<file path="src/phyirq_pkg.sv">
// Summary of operation
// - pending bit clears after basic-status then status read
// - power-up bit shows stable clocks, resets 0
// - transmit test sends regardless of link
// - repeater bit selects repeater/DTE, strap default
// - management-line irq needs global enable too
// - loopback control 0 loops, 1 disables
// - SQE generated only when bit set
// - jabber protection active unless bit set
// - link-test bit skips link integrity test
// - link-test reset: 0 with autoneg, else strap
// - LED field: collision, off, activity, on
// - clock-advance bit shifts transmit clock earlier
// - symbol bit bypasses encoder, strap default
// - scrambler bypass bit, strap default
// - fiber mode always bypasses the scrambler
// - fiber plus bypass also forces symbol mode
// - media bit selects fiber; autoneg or strap reset
// - transmit-disconnect bit cuts twisted-pair transmitter
// - global enable gates test and line interrupts
package phyirq_pkg;

	// ---------------------------------------------------------------
	// timing
	// ---------------------------------------------------------------
	localparam int CORE_CLK_NS = 40;
	localparam int IRQ_PULSE_NS = 320;
	localparam int IRQ_PULSE_CYC_INT = (IRQ_PULSE_NS + CORE_CLK_NS - 1) / CORE_CLK_NS;
	localparam logic [3:0] IRQ_PULSE_CYC = 4'(IRQ_PULSE_CYC_INT);
	localparam logic [1:0] STRAP_LOAD_CYC = 2'h2;

	// ---------------------------------------------------------------
	// management frame
	// ---------------------------------------------------------------
	localparam logic [5:0] PREAMBLE_ONES = 6'h20;
	localparam logic [1:0] OP_READ = 2'h2;
	localparam logic [1:0] OP_WRITE = 2'h1;
	localparam logic [3:0] HEADER_LAST = 4'hB;
	localparam logic [3:0] DATA_LAST = 4'hF;
	localparam logic [4:0] REG_BASIC_STATUS = 5'h01;
	localparam logic [4:0] REG_IRQ_STATUS = 5'h12;
	localparam logic [4:0] REG_CONFIG = 5'h13;

	// ---------------------------------------------------------------
	// register fields and resets
	// ---------------------------------------------------------------
	localparam int ISR_PENDING_BIT = 15;
	localparam int ISR_POWERED_BIT = 14;
	localparam logic [15:0] ISR_RESET = 16'h0000;
	localparam int CFG_TX_TEST_BIT = 14;
	localparam int CFG_REPEATER_BIT = 13;
	localparam int CFG_MDIO_IRQ_BIT = 12;
	localparam int CFG_LOOP_DIS_BIT = 11;
	localparam int CFG_SQE_BIT = 10;
	localparam int CFG_JABBER_DIS_BIT = 9;
	localparam int CFG_LINK_TEST_DIS_BIT = 8;
	localparam int CFG_LED_HI_BIT = 7;
	localparam int CFG_LED_LO_BIT = 6;
	localparam int CFG_TX_ADV_BIT = 5;
	localparam int CFG_SYMBOL_BIT = 4;
	localparam int CFG_SCR_BYP_BIT = 3;
	localparam int CFG_FIBER_BIT = 2;
	localparam int CFG_TX_DISC_BIT = 0;
	localparam logic [15:0] CFG_WRITE_MASK = 16'h7FFD;
	localparam logic [15:0] CFG_RESET = 16'h0000;

	localparam logic [1:0] LED_COLLISION = 2'h0;
	localparam logic [1:0] LED_OFF = 2'h1;
	localparam logic [1:0] LED_ACTIVITY = 2'h2;
	localparam logic [1:0] LED_ON = 2'h3;

	typedef enum logic [2:0] {
		FR_IDLE,
		FR_START,
		FR_HEADER,
		FR_TURN,
		FR_DATA
	} phyirq_frame_type;

endpackage : phyirq_pkg

</file>
<file path="src/phyirq_sync.sv">
`timescale 1ns/10ps
module phyirq_sync #(
	parameter int W = 1
) (
	input wire logic core_clk,
	input wire logic reset,
	input wire logic [W-1:0] async_in,
	output logic [W-1:0] sync_out
);
	logic [W-1:0] meta_q;

	always_ff @(posedge core_clk or posedge reset)
	begin
		if (reset)
		begin
			meta_q <= '0;
			sync_out <= '0;
		end
		else
		begin
			meta_q <= async_in;
			sync_out <= meta_q;
		end
	end
endmodule : phyirq_sync

</file>
<file path="src/phyirq_edge.sv">
`timescale 1ns/10ps
module phyirq_edge (
	input wire logic core_clk,
	input wire logic reset,
	input wire logic level_in,
	output logic rise_pulse
);
	logic prev_q;

	always_ff @(posedge core_clk or posedge reset)
	begin
		if (reset)
			prev_q <= 1'b0;
		else
			prev_q <= level_in;
	end

	assign rise_pulse = level_in & ~prev_q;
endmodule : phyirq_edge

</file>
<file path="src/phyirq_regs.sv">
`timescale 1ns/10ps
module phyirq_regs #(
	parameter logic [4:0] PHY_ADDR = 5'h00
) (
	input wire logic core_clk,
	input wire logic reset,
	input wire logic mdc,
	input wire logic mdio_in,
	output logic mdio_out,
	output logic mdio_oe,
	input wire logic clocks_stable,
	input wire logic strap_pin_one,
	input wire logic strap_pin_two,
	input wire logic strap_pin_three,
	input wire logic strap_pin_four,
	input wire logic config_strap_pin,
	input wire logic autoneg_strap,
	input wire logic global_irq_enable,
	input wire logic test_irq_force,
	input wire logic irq_event,
	input wire logic link_up,
	input wire logic collision_seen,
	input wire logic activity_seen,
	output logic mgmt_irq_pending,
	output logic powered_up,
	output logic tx_allowed,
	output logic repeater_mode,
	output logic loopback_disable,
	output logic sqe_enable,
	output logic jabber_disable,
	output logic link_test_disable,
	output logic third_led_output,
	output logic tx_clk_advance,
	output logic symbol_mode,
	output logic scrambler_bypass,
	output logic fiber_select,
	output logic tx_disconnect
);
	import phyirq_pkg::*;

	// ---------------------------------------------------------------
	// pin synchronisers
	// ---------------------------------------------------------------
	logic [8:0] pins_s;
	logic mdc_s;
	logic mdio_s;
	logic stable_s;
	logic mdc_rise;

	phyirq_sync #(
		.W(9)
	) u_sync (
		.core_clk(core_clk),
		.reset(reset),
		.async_in({mdc, mdio_in, clocks_stable, strap_pin_one, strap_pin_two,
			strap_pin_three, strap_pin_four, config_strap_pin, autoneg_strap}),
		.sync_out(pins_s)
	);

	assign mdc_s = pins_s[8];
	assign mdio_s = pins_s[7];
	assign stable_s = pins_s[6];

	// the 320 ns management clock gives eight core samples per bit
	phyirq_edge u_edge (
		.core_clk(core_clk),
		.reset(reset),
		.level_in(mdc_s),
		.rise_pulse(mdc_rise)
	);

	// ---------------------------------------------------------------
	// state
	// ---------------------------------------------------------------
	typedef struct packed {
		phyirq_frame_type st;
		logic [5:0] ones;
		logic [3:0] bit_cnt;
		logic [11:0] hdr;
		logic drive;
		logic wr_cfg;
		logic [15:0] shift;
		logic status_seen;
		logic pending;
		logic pend_prev;
		logic [3:0] irq_cnt;
		logic [15:0] cfg;
		logic strap_done;
		logic [1:0] strap_cnt;
		logic mdio_out;
		logic mdio_oe;
		logic powered;
		logic tx_ok;
		logic led;
		logic scr_byp;
		logic sym_mode;
	} phyirq_state_type;

	phyirq_state_type q;
	phyirq_state_type d;

	always_comb
	begin
		logic [11:0] h;
		logic [15:0] w;
		logic clr;
		logic set;
		logic ours;
		h = '0;
		w = '0;
		clr = 1'b0;
		set = 1'b0;
		ours = 1'b0;
		d = q;

		// -----------------------------------------------------------
		// strap capture after reset release
		// -----------------------------------------------------------
		if (!q.strap_done)
		begin
			d.strap_cnt = q.strap_cnt + 2'h1;
			if (q.strap_cnt == STRAP_LOAD_CYC)
			begin
				d.strap_done = 1'b1;
				d.cfg[CFG_REPEATER_BIT] = pins_s[5];
				d.cfg[CFG_SYMBOL_BIT] = pins_s[4];
				d.cfg[CFG_SCR_BYP_BIT] = pins_s[3];
				d.cfg[CFG_FIBER_BIT] = pins_s[2] & ~pins_s[0];
				d.cfg[CFG_LINK_TEST_DIS_BIT] = pins_s[1] & ~pins_s[0];
			end
		end

		// -----------------------------------------------------------
		// management frame decode
		// -----------------------------------------------------------
		if (mdc_rise)
		begin
			case (q.st)
				FR_IDLE:
				begin
					if (mdio_s)
					begin
						if (q.ones != PREAMBLE_ONES)
							d.ones = q.ones + 6'h01;
					end
					else
					begin
						if (q.ones == PREAMBLE_ONES)
							d.st = FR_START;
						d.ones = '0;
					end
				end
				FR_START:
				begin
					d.bit_cnt = '0;
					d.st = mdio_s ? FR_HEADER : FR_IDLE;
				end
				FR_HEADER:
				begin
					h = {q.hdr[10:0], mdio_s};
					d.hdr = h;
					d.bit_cnt = q.bit_cnt + 4'h1;
					if (q.bit_cnt == HEADER_LAST)
					begin
						ours = (h[9:5] == PHY_ADDR);
						d.bit_cnt = '0;
						d.drive = 1'b0;
						d.wr_cfg = 1'b0;
						d.st = FR_TURN;
						if (h[11:10] == OP_READ)
						begin
							if (ours && h[4:0] == REG_BASIC_STATUS)
								d.status_seen = 1'b1;
							if (ours && h[4:0] == REG_IRQ_STATUS)
							begin
								d.drive = 1'b1;
								d.shift = ISR_RESET;
								d.shift[ISR_PENDING_BIT] = q.pending;
								d.shift[ISR_POWERED_BIT] = q.powered;
								if (q.status_seen)
								begin
									clr = 1'b1;
									d.status_seen = 1'b0;
								end
							end
							if (ours && h[4:0] == REG_CONFIG)
							begin
								d.drive = 1'b1;
								d.shift = q.cfg;
							end
						end
						else if (h[11:10] == OP_WRITE)
							d.wr_cfg = ours && h[4:0] == REG_CONFIG;
						else
							d.st = FR_IDLE;
					end
				end
				FR_TURN:
				begin
					d.bit_cnt = q.bit_cnt + 4'h1;
					if (q.bit_cnt == 4'h0)
					begin
						d.mdio_oe = q.drive;
						d.mdio_out = 1'b0;
					end
					else
					begin
						d.mdio_out = q.drive & q.shift[15];
						d.shift = {q.shift[14:0], 1'b0};
						d.bit_cnt = '0;
						d.st = FR_DATA;
					end
				end
				FR_DATA:
				begin
					w = {q.shift[14:0], mdio_s};
					d.bit_cnt = q.bit_cnt + 4'h1;
					if (q.drive)
					begin
						d.mdio_out = q.shift[15];
						d.shift = {q.shift[14:0], 1'b0};
					end
					else
						d.shift = w;
					if (q.bit_cnt == DATA_LAST)
					begin
						d.mdio_oe = 1'b0;
						d.mdio_out = 1'b0;
						d.st = FR_IDLE;
						d.ones = '0;
						if (q.wr_cfg)
							d.cfg = w & CFG_WRITE_MASK;
					end
				end
				default:
				begin
					d.st = FR_IDLE;
				end
			endcase
		end

		// -----------------------------------------------------------
		// pending interrupt and line signalling
		// -----------------------------------------------------------
		// gated test force
		set = irq_event | (global_irq_enable & test_irq_force);
		d.pending = (q.pending & ~clr) | set;
		d.pend_prev = q.pending;

		// the pulse corrupts any frame the master starts meanwhile
		if (q.irq_cnt != 4'h0)
		begin
			d.irq_cnt = q.irq_cnt - 4'h1;
			if (q.irq_cnt == 4'h1)
				d.mdio_oe = 1'b0;
		end
		else if (q.st == FR_IDLE && !q.mdio_oe && q.pending && !q.pend_prev
			&& q.cfg[CFG_MDIO_IRQ_BIT] && global_irq_enable)
		begin
			d.irq_cnt = IRQ_PULSE_CYC;
			d.mdio_oe = 1'b1;
			d.mdio_out = 1'b0;
		end

		// -----------------------------------------------------------
		// derived controls
		// -----------------------------------------------------------
		// clocks stable flag
		d.powered = stable_s;
		d.tx_ok = link_up | q.cfg[CFG_TX_TEST_BIT];
		case (q.cfg[CFG_LED_HI_BIT:CFG_LED_LO_BIT])
			LED_COLLISION: d.led = collision_seen;
			LED_OFF: d.led = 1'b0;
			LED_ACTIVITY: d.led = activity_seen;
			LED_ON: d.led = 1'b1;
			default: d.led = 1'b0;
		endcase
		d.scr_byp = q.cfg[CFG_SCR_BYP_BIT] | q.cfg[CFG_FIBER_BIT];
		d.sym_mode = q.cfg[CFG_SYMBOL_BIT]
			| (q.cfg[CFG_FIBER_BIT] & q.cfg[CFG_SCR_BYP_BIT]);
	end

	always_ff @(posedge core_clk or posedge reset)
	begin
		if (reset)
		begin
			q <= '0;
			q.st <= FR_IDLE;
			q.cfg <= CFG_RESET;
		end
		else
			q <= d;
	end

	// ---------------------------------------------------------------
	// outputs
	// ---------------------------------------------------------------
	assign mdio_out = q.mdio_out;
	assign mdio_oe = q.mdio_oe;
	assign mgmt_irq_pending = q.pending;
	assign powered_up = q.powered;
	assign tx_allowed = q.tx_ok;
	assign repeater_mode = q.cfg[CFG_REPEATER_BIT];
	assign loopback_disable = q.cfg[CFG_LOOP_DIS_BIT];
	assign sqe_enable = q.cfg[CFG_SQE_BIT];
	assign jabber_disable = q.cfg[CFG_JABBER_DIS_BIT];
	assign link_test_disable = q.cfg[CFG_LINK_TEST_DIS_BIT];
	assign third_led_output = q.led;
	assign tx_clk_advance = q.cfg[CFG_TX_ADV_BIT];
	assign symbol_mode = q.sym_mode;
	assign scrambler_bypass = q.scr_byp;
	assign fiber_select = q.cfg[CFG_FIBER_BIT];
	assign tx_disconnect = q.cfg[CFG_TX_DISC_BIT];
endmodule : phyirq_regs

</file>
<file path="config.mk">
export PLATFORM = sky130hd
export DESIGN_NAME = phyirq_regs
export DESIGN_NICKNAME = d
export VERILOG_FILES = /design/src/phyirq_pkg.sv /design/src/phyirq_sync.sv /design/src/phyirq_edge.sv /design/src/phyirq_regs.sv
export SDC_FILE = /design/constraint.sdc
export NUM_CORES = 1
export LEC_CHECK = 0
export BUFFER_PORTS_ARGS = -buffer_cell sky130_fd_sc_hd__buf_2
export CAP_MARGIN = 10
export CORE_AREA = 2 2 88 90
export DETAILED_ROUTE_END_ITERATION = 16
export DIE_AREA = 0 0 90 92
export MAX_ROUTING_LAYER = met4
export PLACE_DENSITY = 0.79
export SLEW_MARGIN = 25
export SYNTH_ARGS = -nofsm -noshare
export SYNTH_HDL_FRONTEND = slang
export SYNTH_SLANG_ARGS = --single-unit
export TNS_END_PERCENT = 100
</file>
<file path="constraint.sdc">
create_clock -name core_clk -period 3.64 [get_ports core_clk]
set_input_delay 0.182 -clock core_clk [delete_from_list [all_inputs] [get_ports core_clk]]
set_output_delay 0.182 -clock core_clk [all_outputs]
set_load 0.05 [all_outputs]
</file>
Word level (Yosys, flattened, before mapping)
Index checks and enable logic that the tools add are counted.
{"block": "op_classes", "add_sub_neg": 4, "eq_ne": 26, "n_mux": 60, "n_bitwise": 15, "reduce_logical": 27}
{"op": "14-bit two-way mux", "count": 4}
{"op": "17-bit two-way mux", "count": 3}
{"op": "16-bit one-hot mux with 3 select lines", "count": 1}
{"op": "16-bit two-way mux", "count": 2}
{"op": "1-bit two-way mux", "count": 25}
{"op": "3-bit two-way mux", "count": 8}
{"op": "4-bit two-way mux", "count": 4}
{"op": "4-bit one-hot mux with 4 select lines", "count": 1}
{"op": "3-bit one-hot mux with 5 select lines", "count": 1}
{"op": "6-bit two-way mux", "count": 2}
{"op": "2-bit != test (second input constant)", "count": 6}
{"op": "6-bit one-hot mux with 2 select lines", "count": 1}
{"op": "4-bit AND reduction", "count": 3}
{"op": "6-bit AND reduction", "count": 2}
{"op": "5-bit == test (second input constant)", "count": 2}
{"op": "2-bit two-way mux", "count": 5}
{"op": "9-bit two-way mux", "count": 1}
{"op": "2-bit == test (second input constant)", "count": 4}
{"op": "4-bit == test (second input constant)", "count": 2}
{"op": "1-bit logical AND", "count": 8}
{"op": "4-bit nonzero test", "count": 2}
{"op": "1-bit bitwise AND", "count": 7}
{"op": "6-bit by 1-bit adder with 6-bit output (second input constant)", "count": 1}
{"op": "3-bit by 2-bit == test with 1-bit output (second input constant)", "count": 2}
{"op": "other kinds (24)", "count": 35}
{"block": "word_totals", "register_bits": 92, "input_bits": 17, "out_inout_bits": 16, "elab_cells": 157}

Longest topological paths before layout
{"block": "depth", "ltp_word": 10, "mapped_depth": 8, "ltp_nobuf": 6}

Modules after synthesis
From an unflattened synthesis, not the netlist that was laid out.
{"block": "hier_totals", "hier_cells": 352, "area_unflattened_um2": 3985.1}
{"mod": "phyirq_regs", "instances": 1, "cells_each": 330, "area_each_um2": 3488.3, "seq_area_each_um2": 1826.8}
{"mod": "phyirq_sync", "instances": 1, "cells_each": 19, "area_each_um2": 454.2, "seq_area_each_um2": 450.4}
{"mod": "phyirq_edge", "instances": 1, "cells_each": 3, "area_each_um2": 42.5, "seq_area_each_um2": 25.0}

Worst setup path after synthesis
OpenSTA, ideal clock, no wires.
{"block": "synth_path", "path_type": "register to register", "startpoint": "reg q[74] in the netlist's numbering", "endpoint": "reg q[40] in the netlist's numbering", "setup_time_ns": 0.125, "t_arrival_ns": 1.922, "required_time_ns": 3.515, "setup_slack_ns": 1.593, "stages_incl_launch_ff": 8, "n_path_buf": 3, "period_less_slack_ns": 2.047, "cell_sequence": "dfrtp_1 -> buf_6 -> and3b_1 -> buf_6 -> a21o_1 -> a311oi_4 -> buf_12 -> mux2_4"}
{"block": "synth_between", "elab_chain_len": 3, "elab_cells_between_ends": 10, "cone_classes": "eq/ne: 7; mux: 1; reduce/logical: 2"}
{"item": "from (decl)", "line_no": "phyirq_regs.sv:99", "text": "phyirq_state_type q;"}
{"item": "3-bit by 2-bit == test with 1-bit output, or another cell as far along"}
{"item": "3-bit != test (no line), or another cell as far along"}
{"item": "6-bit AND reduction (no line)"}
Several ways; a longest one is shown, not always the timed one.
A chain may end at the register's enable or synchronous reset.

Final worst setup path
{"block": "layout_path", "startpoint": "reg q[74] in the netlist's numbering", "endpoint": "reg q[36] in the netlist's numbering"}
The elaborated chain is that of the path after synthesis.

==> impl_results.rst <==
.. list-table::
   :header-rows: 1

   * - Metric
     - Value
   * - Run status
     - complete, no violations
   * - Number of max-slew violations in the final report
     - 0
   * - Count of clock tree sinks
     - 92
   * - Min Hold Slack
     - 0.0155 ns
   * - Average instance area after synthesis
     - 11.6 µm²
   * - Worst-path cell with the longest stage delay
     - sky130_fd_sc_hd__dfrtp_1
   * - Fraction of final layout cells sized beyond drive strength 1
     - 0.251
   * - CP Cell Sequence
     - and3b_1 -> a311oi_2 -> a311oi_4 -> buf_4 -> mux2_2
   * - Register ranked first by flip-flop count
     - q
   * - Arr. time, crit path
     - 2.67 ns
   * - Crit start category
     - register
   * - Maximum number of pins on one net before global-route repair
     - 38
   * - Top fanout value on the critical path
     - 19
   * - Cell variety after synth
     - 56
   * - Switching share of power
     - 0.232
   * - VDD IR-drop max
     - 0.000258 V
   * - Cell count after synthesis
     - 359
   * - Y dimension of the die
     - 92 µm
   * - Iteration-0 DRC count of the detailed router
     - 133
   * - Source-to-sink clock delay at the later pin of the worst-skew pair
     - 0.36 ns
   * - Total negative setup slack
     - 0 ns
   * - Fraction of the cycle the final worst path needs
     - 0.665
   * - Port buffer count
     - 32
   * - Post-route non-filler standard cell count
     - 505
   * - Antenna violations before repair
     - 0
   * - Part of the Yosys area used for sequential elements
     - 0.551
   * - Count of flip-flops with a built-in enable after synthesis
     - 0
   * - Initial Utilization
     - 0.561
   * - Total of endpoints with negative setup slack in the final report
     - 0
   * - Worst clock skew on the final layout
     - 0.0118 ns
   * - CP Data Required Time
     - 3.89 ns
   * - Clock tree root buffer cell
     - sky130_fd_sc_hd__clkbuf_8
   * - Top flop regs
     - q: 57 flops, u_sync.meta_q: 9 flops, u_sync.sync_out: 9 flops
   * - Count of nets left with antenna violations after detail routing
     - 0
   * - Top FF cell, synth
     - sky130_fd_sc_hd__dfrtp_1
   * - Deepest clock path buffer count
     - 2
   * - Post-synthesis instance area
     - 0.00418 mm²
   * - Final Net Count
     - 423
   * - Critical Path Max Stage Delay
     - 0.69 ns
   * - Final wirelength
     - 8170 µm
   * - Fraction of power consumed by the clock network
     - 0.382
   * - Global-route usage over all layers
     - 0.220
   * - IO Count
     - 33
   * - TritonCTS clock tree
     - done
   * - Remaining max-slew budget at the tightest pin
     - 0.432
   * - Final core utilization
     - 0.634
   * - Power Density
     - 406 mW/mm²
   * - Fin. Hold Viols
     - 0
   * - Number of rows in the core area
     - 32
   * - Via-to-Cell Ratio
     - 5.71
   * - Net load switching power
     - 445 µW
   * - Number of synthesized register bits
     - 92
   * - Wire per inst
     - 16.2 µm
   * - Last weighted congestion value of the routability-driven placer
     - 0.802
   * - Type of destination of the critical path
     - register
   * - Via count
     - 2882
   * - Total Power
     - 1920 µW
   * - DIE AREA
     - 0.00828 mm²
   * - Cts bufs inserted
     - 9
   * - Post-route DRC violation count
     - 0
   * - Time the final worst path needs with I/O delays and setup
     - 2.42 ns
   * - DP Wirelength
     - 5550 µm
   * - Diodes inserted
     - 0
   * - Type of the worst min-delay path
     - in -> reg
   * - Fraction of registers with async set/reset
     - 1.00
   * - Worst-Margin Slew
     - 0.849 ns
   * - Critical path class
     - reg -> reg
   * - Max Cap Viol
     - 0
   * - Yosys Warn Count
     - 0
   * - Net count after synthesis
     - 383
   * - Relative contribution of combinational cells to total power
     - 0.059
   * - Sequential share of power
     - 0.559
   * - Setup Fix Bufs, Post-CTS
     - 0
   * - Wire length of the first global-routing pass
     - 14000 µm
   * - Core region area
     - 0.00745 mm²
   * - # H-tree levels
     - 3
   * - Vias in the first global route
     - 2883
   * - Total iterations of the first detailed-routing run
     - 6
   * - Clock transition time at the flip-flop clock pins of the worst setup and hold paths
     - 0.09 ns
   * - Die span in x
     - 90 µm
   * - Placed cells
     - 480
   * - Count of buffering cells on the critical path with inverters included
     - 1
   * - Int Pwr
     - 1470 µW
   * - Number of instances resized during post-cts repair
     - 0
   * - Synthesis-to-layout area growth
     - 12.9%
   * - Post-cts hold buffer count
     - 10
   * - Cell leakage power
     - 0.00212 µW
   * - Number of flip-flops in the largest register
     - 57
   * - Setup repair after global routing missed its margin
     - no
   * - Dominant delay contributor by cell family on the critical path
     - flip-flops
   * - Max frequency
     - 413 MHz
   * - Overflow after GRT
     - 0
per-stage QoR:
step / setup slack [ns] / area [µm²]
2_1_floorplan: 1.07 / 4180
3_3_place_gp: 1.31 / 4410
3_5_place_dp: 1.22 / 4410
4_1_cts: 1.21 / 4720
5_1_grt: 1.03 / 4720
6_report: 1.22 / 4720
power groups by stage:
stage / Sequential (µW) / Clock, µW / Combinational (µW)
after global placement: 1090 / 0 / 103
after floorplan: 1100 / 0 / 55.3
after CTS: 1070 / 752 / 114
after detailed placement: 1090 / 0 / 105
final: 1070 / 733 / 113
after global routing: 1080 / 796 / 127
logic make-up after synthesis:
| group | after synthesis | synth area share |
|---|---|---|
| adders and majority gates | 7 | 0.0210 |
| DFF | 92 | 0.551 |
| AOI/OAI and AO/OA | 81 | 0.133 |
| muxes | 41 | 0.116 |
| buffers and inverters | 34 | 0.0401 |
| xor gates and xnor gates | 2 | 0.00419 |
| and+or+nand+nor | 102 | 0.135 |
placed cells by master (no fill, tap or decap), types with 3 or more instances in the layout:
cell type	netlist	layout
sky130_fd_sc_hd__nor3_1	5	5
sky130_fd_sc_hd__nand3_1	12	12
sky130_fd_sc_hd__a41oi_1	3	3
sky130_fd_sc_hd__nand2_1	34	34
sky130_fd_sc_hd__buf_2	4	32
sky130_fd_sc_hd__dlygate4sd3_1	0	10
sky130_fd_sc_hd__nand2b_1	3	3
sky130_fd_sc_hd__clkinv_2	0	3
sky130_fd_sc_hd__nor3b_1	4	4
sky130_fd_sc_hd__nor2_1	7	7
sky130_fd_sc_hd__mux2_4	9	9
sky130_fd_sc_hd__mux2_2	25	25
sky130_fd_sc_hd__ha_1	7	7
sky130_fd_sc_hd__or2_2	4	4
sky130_fd_sc_hd__o31ai_1	13	13
sky130_fd_sc_hd__nand4_1	6	6
sky130_fd_sc_hd__inv_1	14	13
sky130_fd_sc_hd__nor2b_1	3	3
sky130_fd_sc_hd__o21ai_0	34	34
sky130_fd_sc_hd__clkbuf_8	0	9
sky130_fd_sc_hd__a31oi_1	5	5
sky130_fd_sc_hd__nand3b_1	7	7
sky130_fd_sc_hd__a21oi_1	5	5
sky130_fd_sc_hd__mux2i_1	7	7
sky130_fd_sc_hd__dfrtp_1	92	92
sky130_fd_sc_hd__nor4_1	3	3
sky130_fd_sc_hd__buf_4	1	7
synthesized netlist by cell type, drive strengths merged (2+ instances only):
master	number	share of area
dfrtp	92	0.55
mux2	34	0.10
nand2	34	0.031
o21ai	34	0.041
inv	14	0.013
o31ai	13	0.023
nand3	12	0.014
clkbuf	11	0.0099
buf	9	0.018
ha	7	0.021
mux2i	7	0.017
nand3b	7	0.013
nor2	7	0.0063
nand4	6	0.0090
a21oi	5	0.0060
a31oi	5	0.0075
nor3	5	0.0060
nor3b	5	0.010
nor4	4	0.0075
or2	4	0.0060
a311oi	3	0.012
a41oi	3	0.0063
nand2b	3	0.0045
nor2b	3	0.0045
a211oi	2	0.0036
a21o	2	0.0036
a31o	2	0.0042
a32o	2	0.0048
and3	2	0.0030
and3b	2	0.0042
and4	2	0.0042
o2bb2ai	2	0.0042
xnor2	2	0.0042
path summary, 6_finish.rpt:
| check | start | to | slack [ns] | cells after the start |
|---|---|---|---|---|
| hold reg to reg | u_sync.meta_q[3] | u_sync.sync_out[3] | 0.35 | 0 |
| hold / removal | link_up | tx_allowed | 0.02 | 2 |
| setup / recovery | q[74] | q[36] | 1.22 | 5 |
| max in group asynchronous | reset | q[47] | 2.35 | 4 |
| min in group asynchronous | reset | q[9] | 0.43 | 3 |
| setup reg to reg | q[74] | q[36] | 1.22 | 5 |
final cells by class:
cell class              instances  area, µm²
inverters                      14       53.8
repair buffers                 49        313
fillers                       590       2730
multi-input cells             233       1710
well taps                     102        128
clock buffers                   9        124
flip-flops and latches         92       2300
clock inverters                 6       87.6
layer usage:
layer | vias up | share of wire | global-route usage
met3 | 14 | 0.031 | 0.0501
met5 | - | 0 | -
met2 | 58 | 0.50 | 0.365
met4 | 0 | 0.019 | 0.0756
met1 | 1421 | 0.45 | 0.269
li1 | 1389 | - | -
Note: power is estimated with default switching activity, not from simulation.
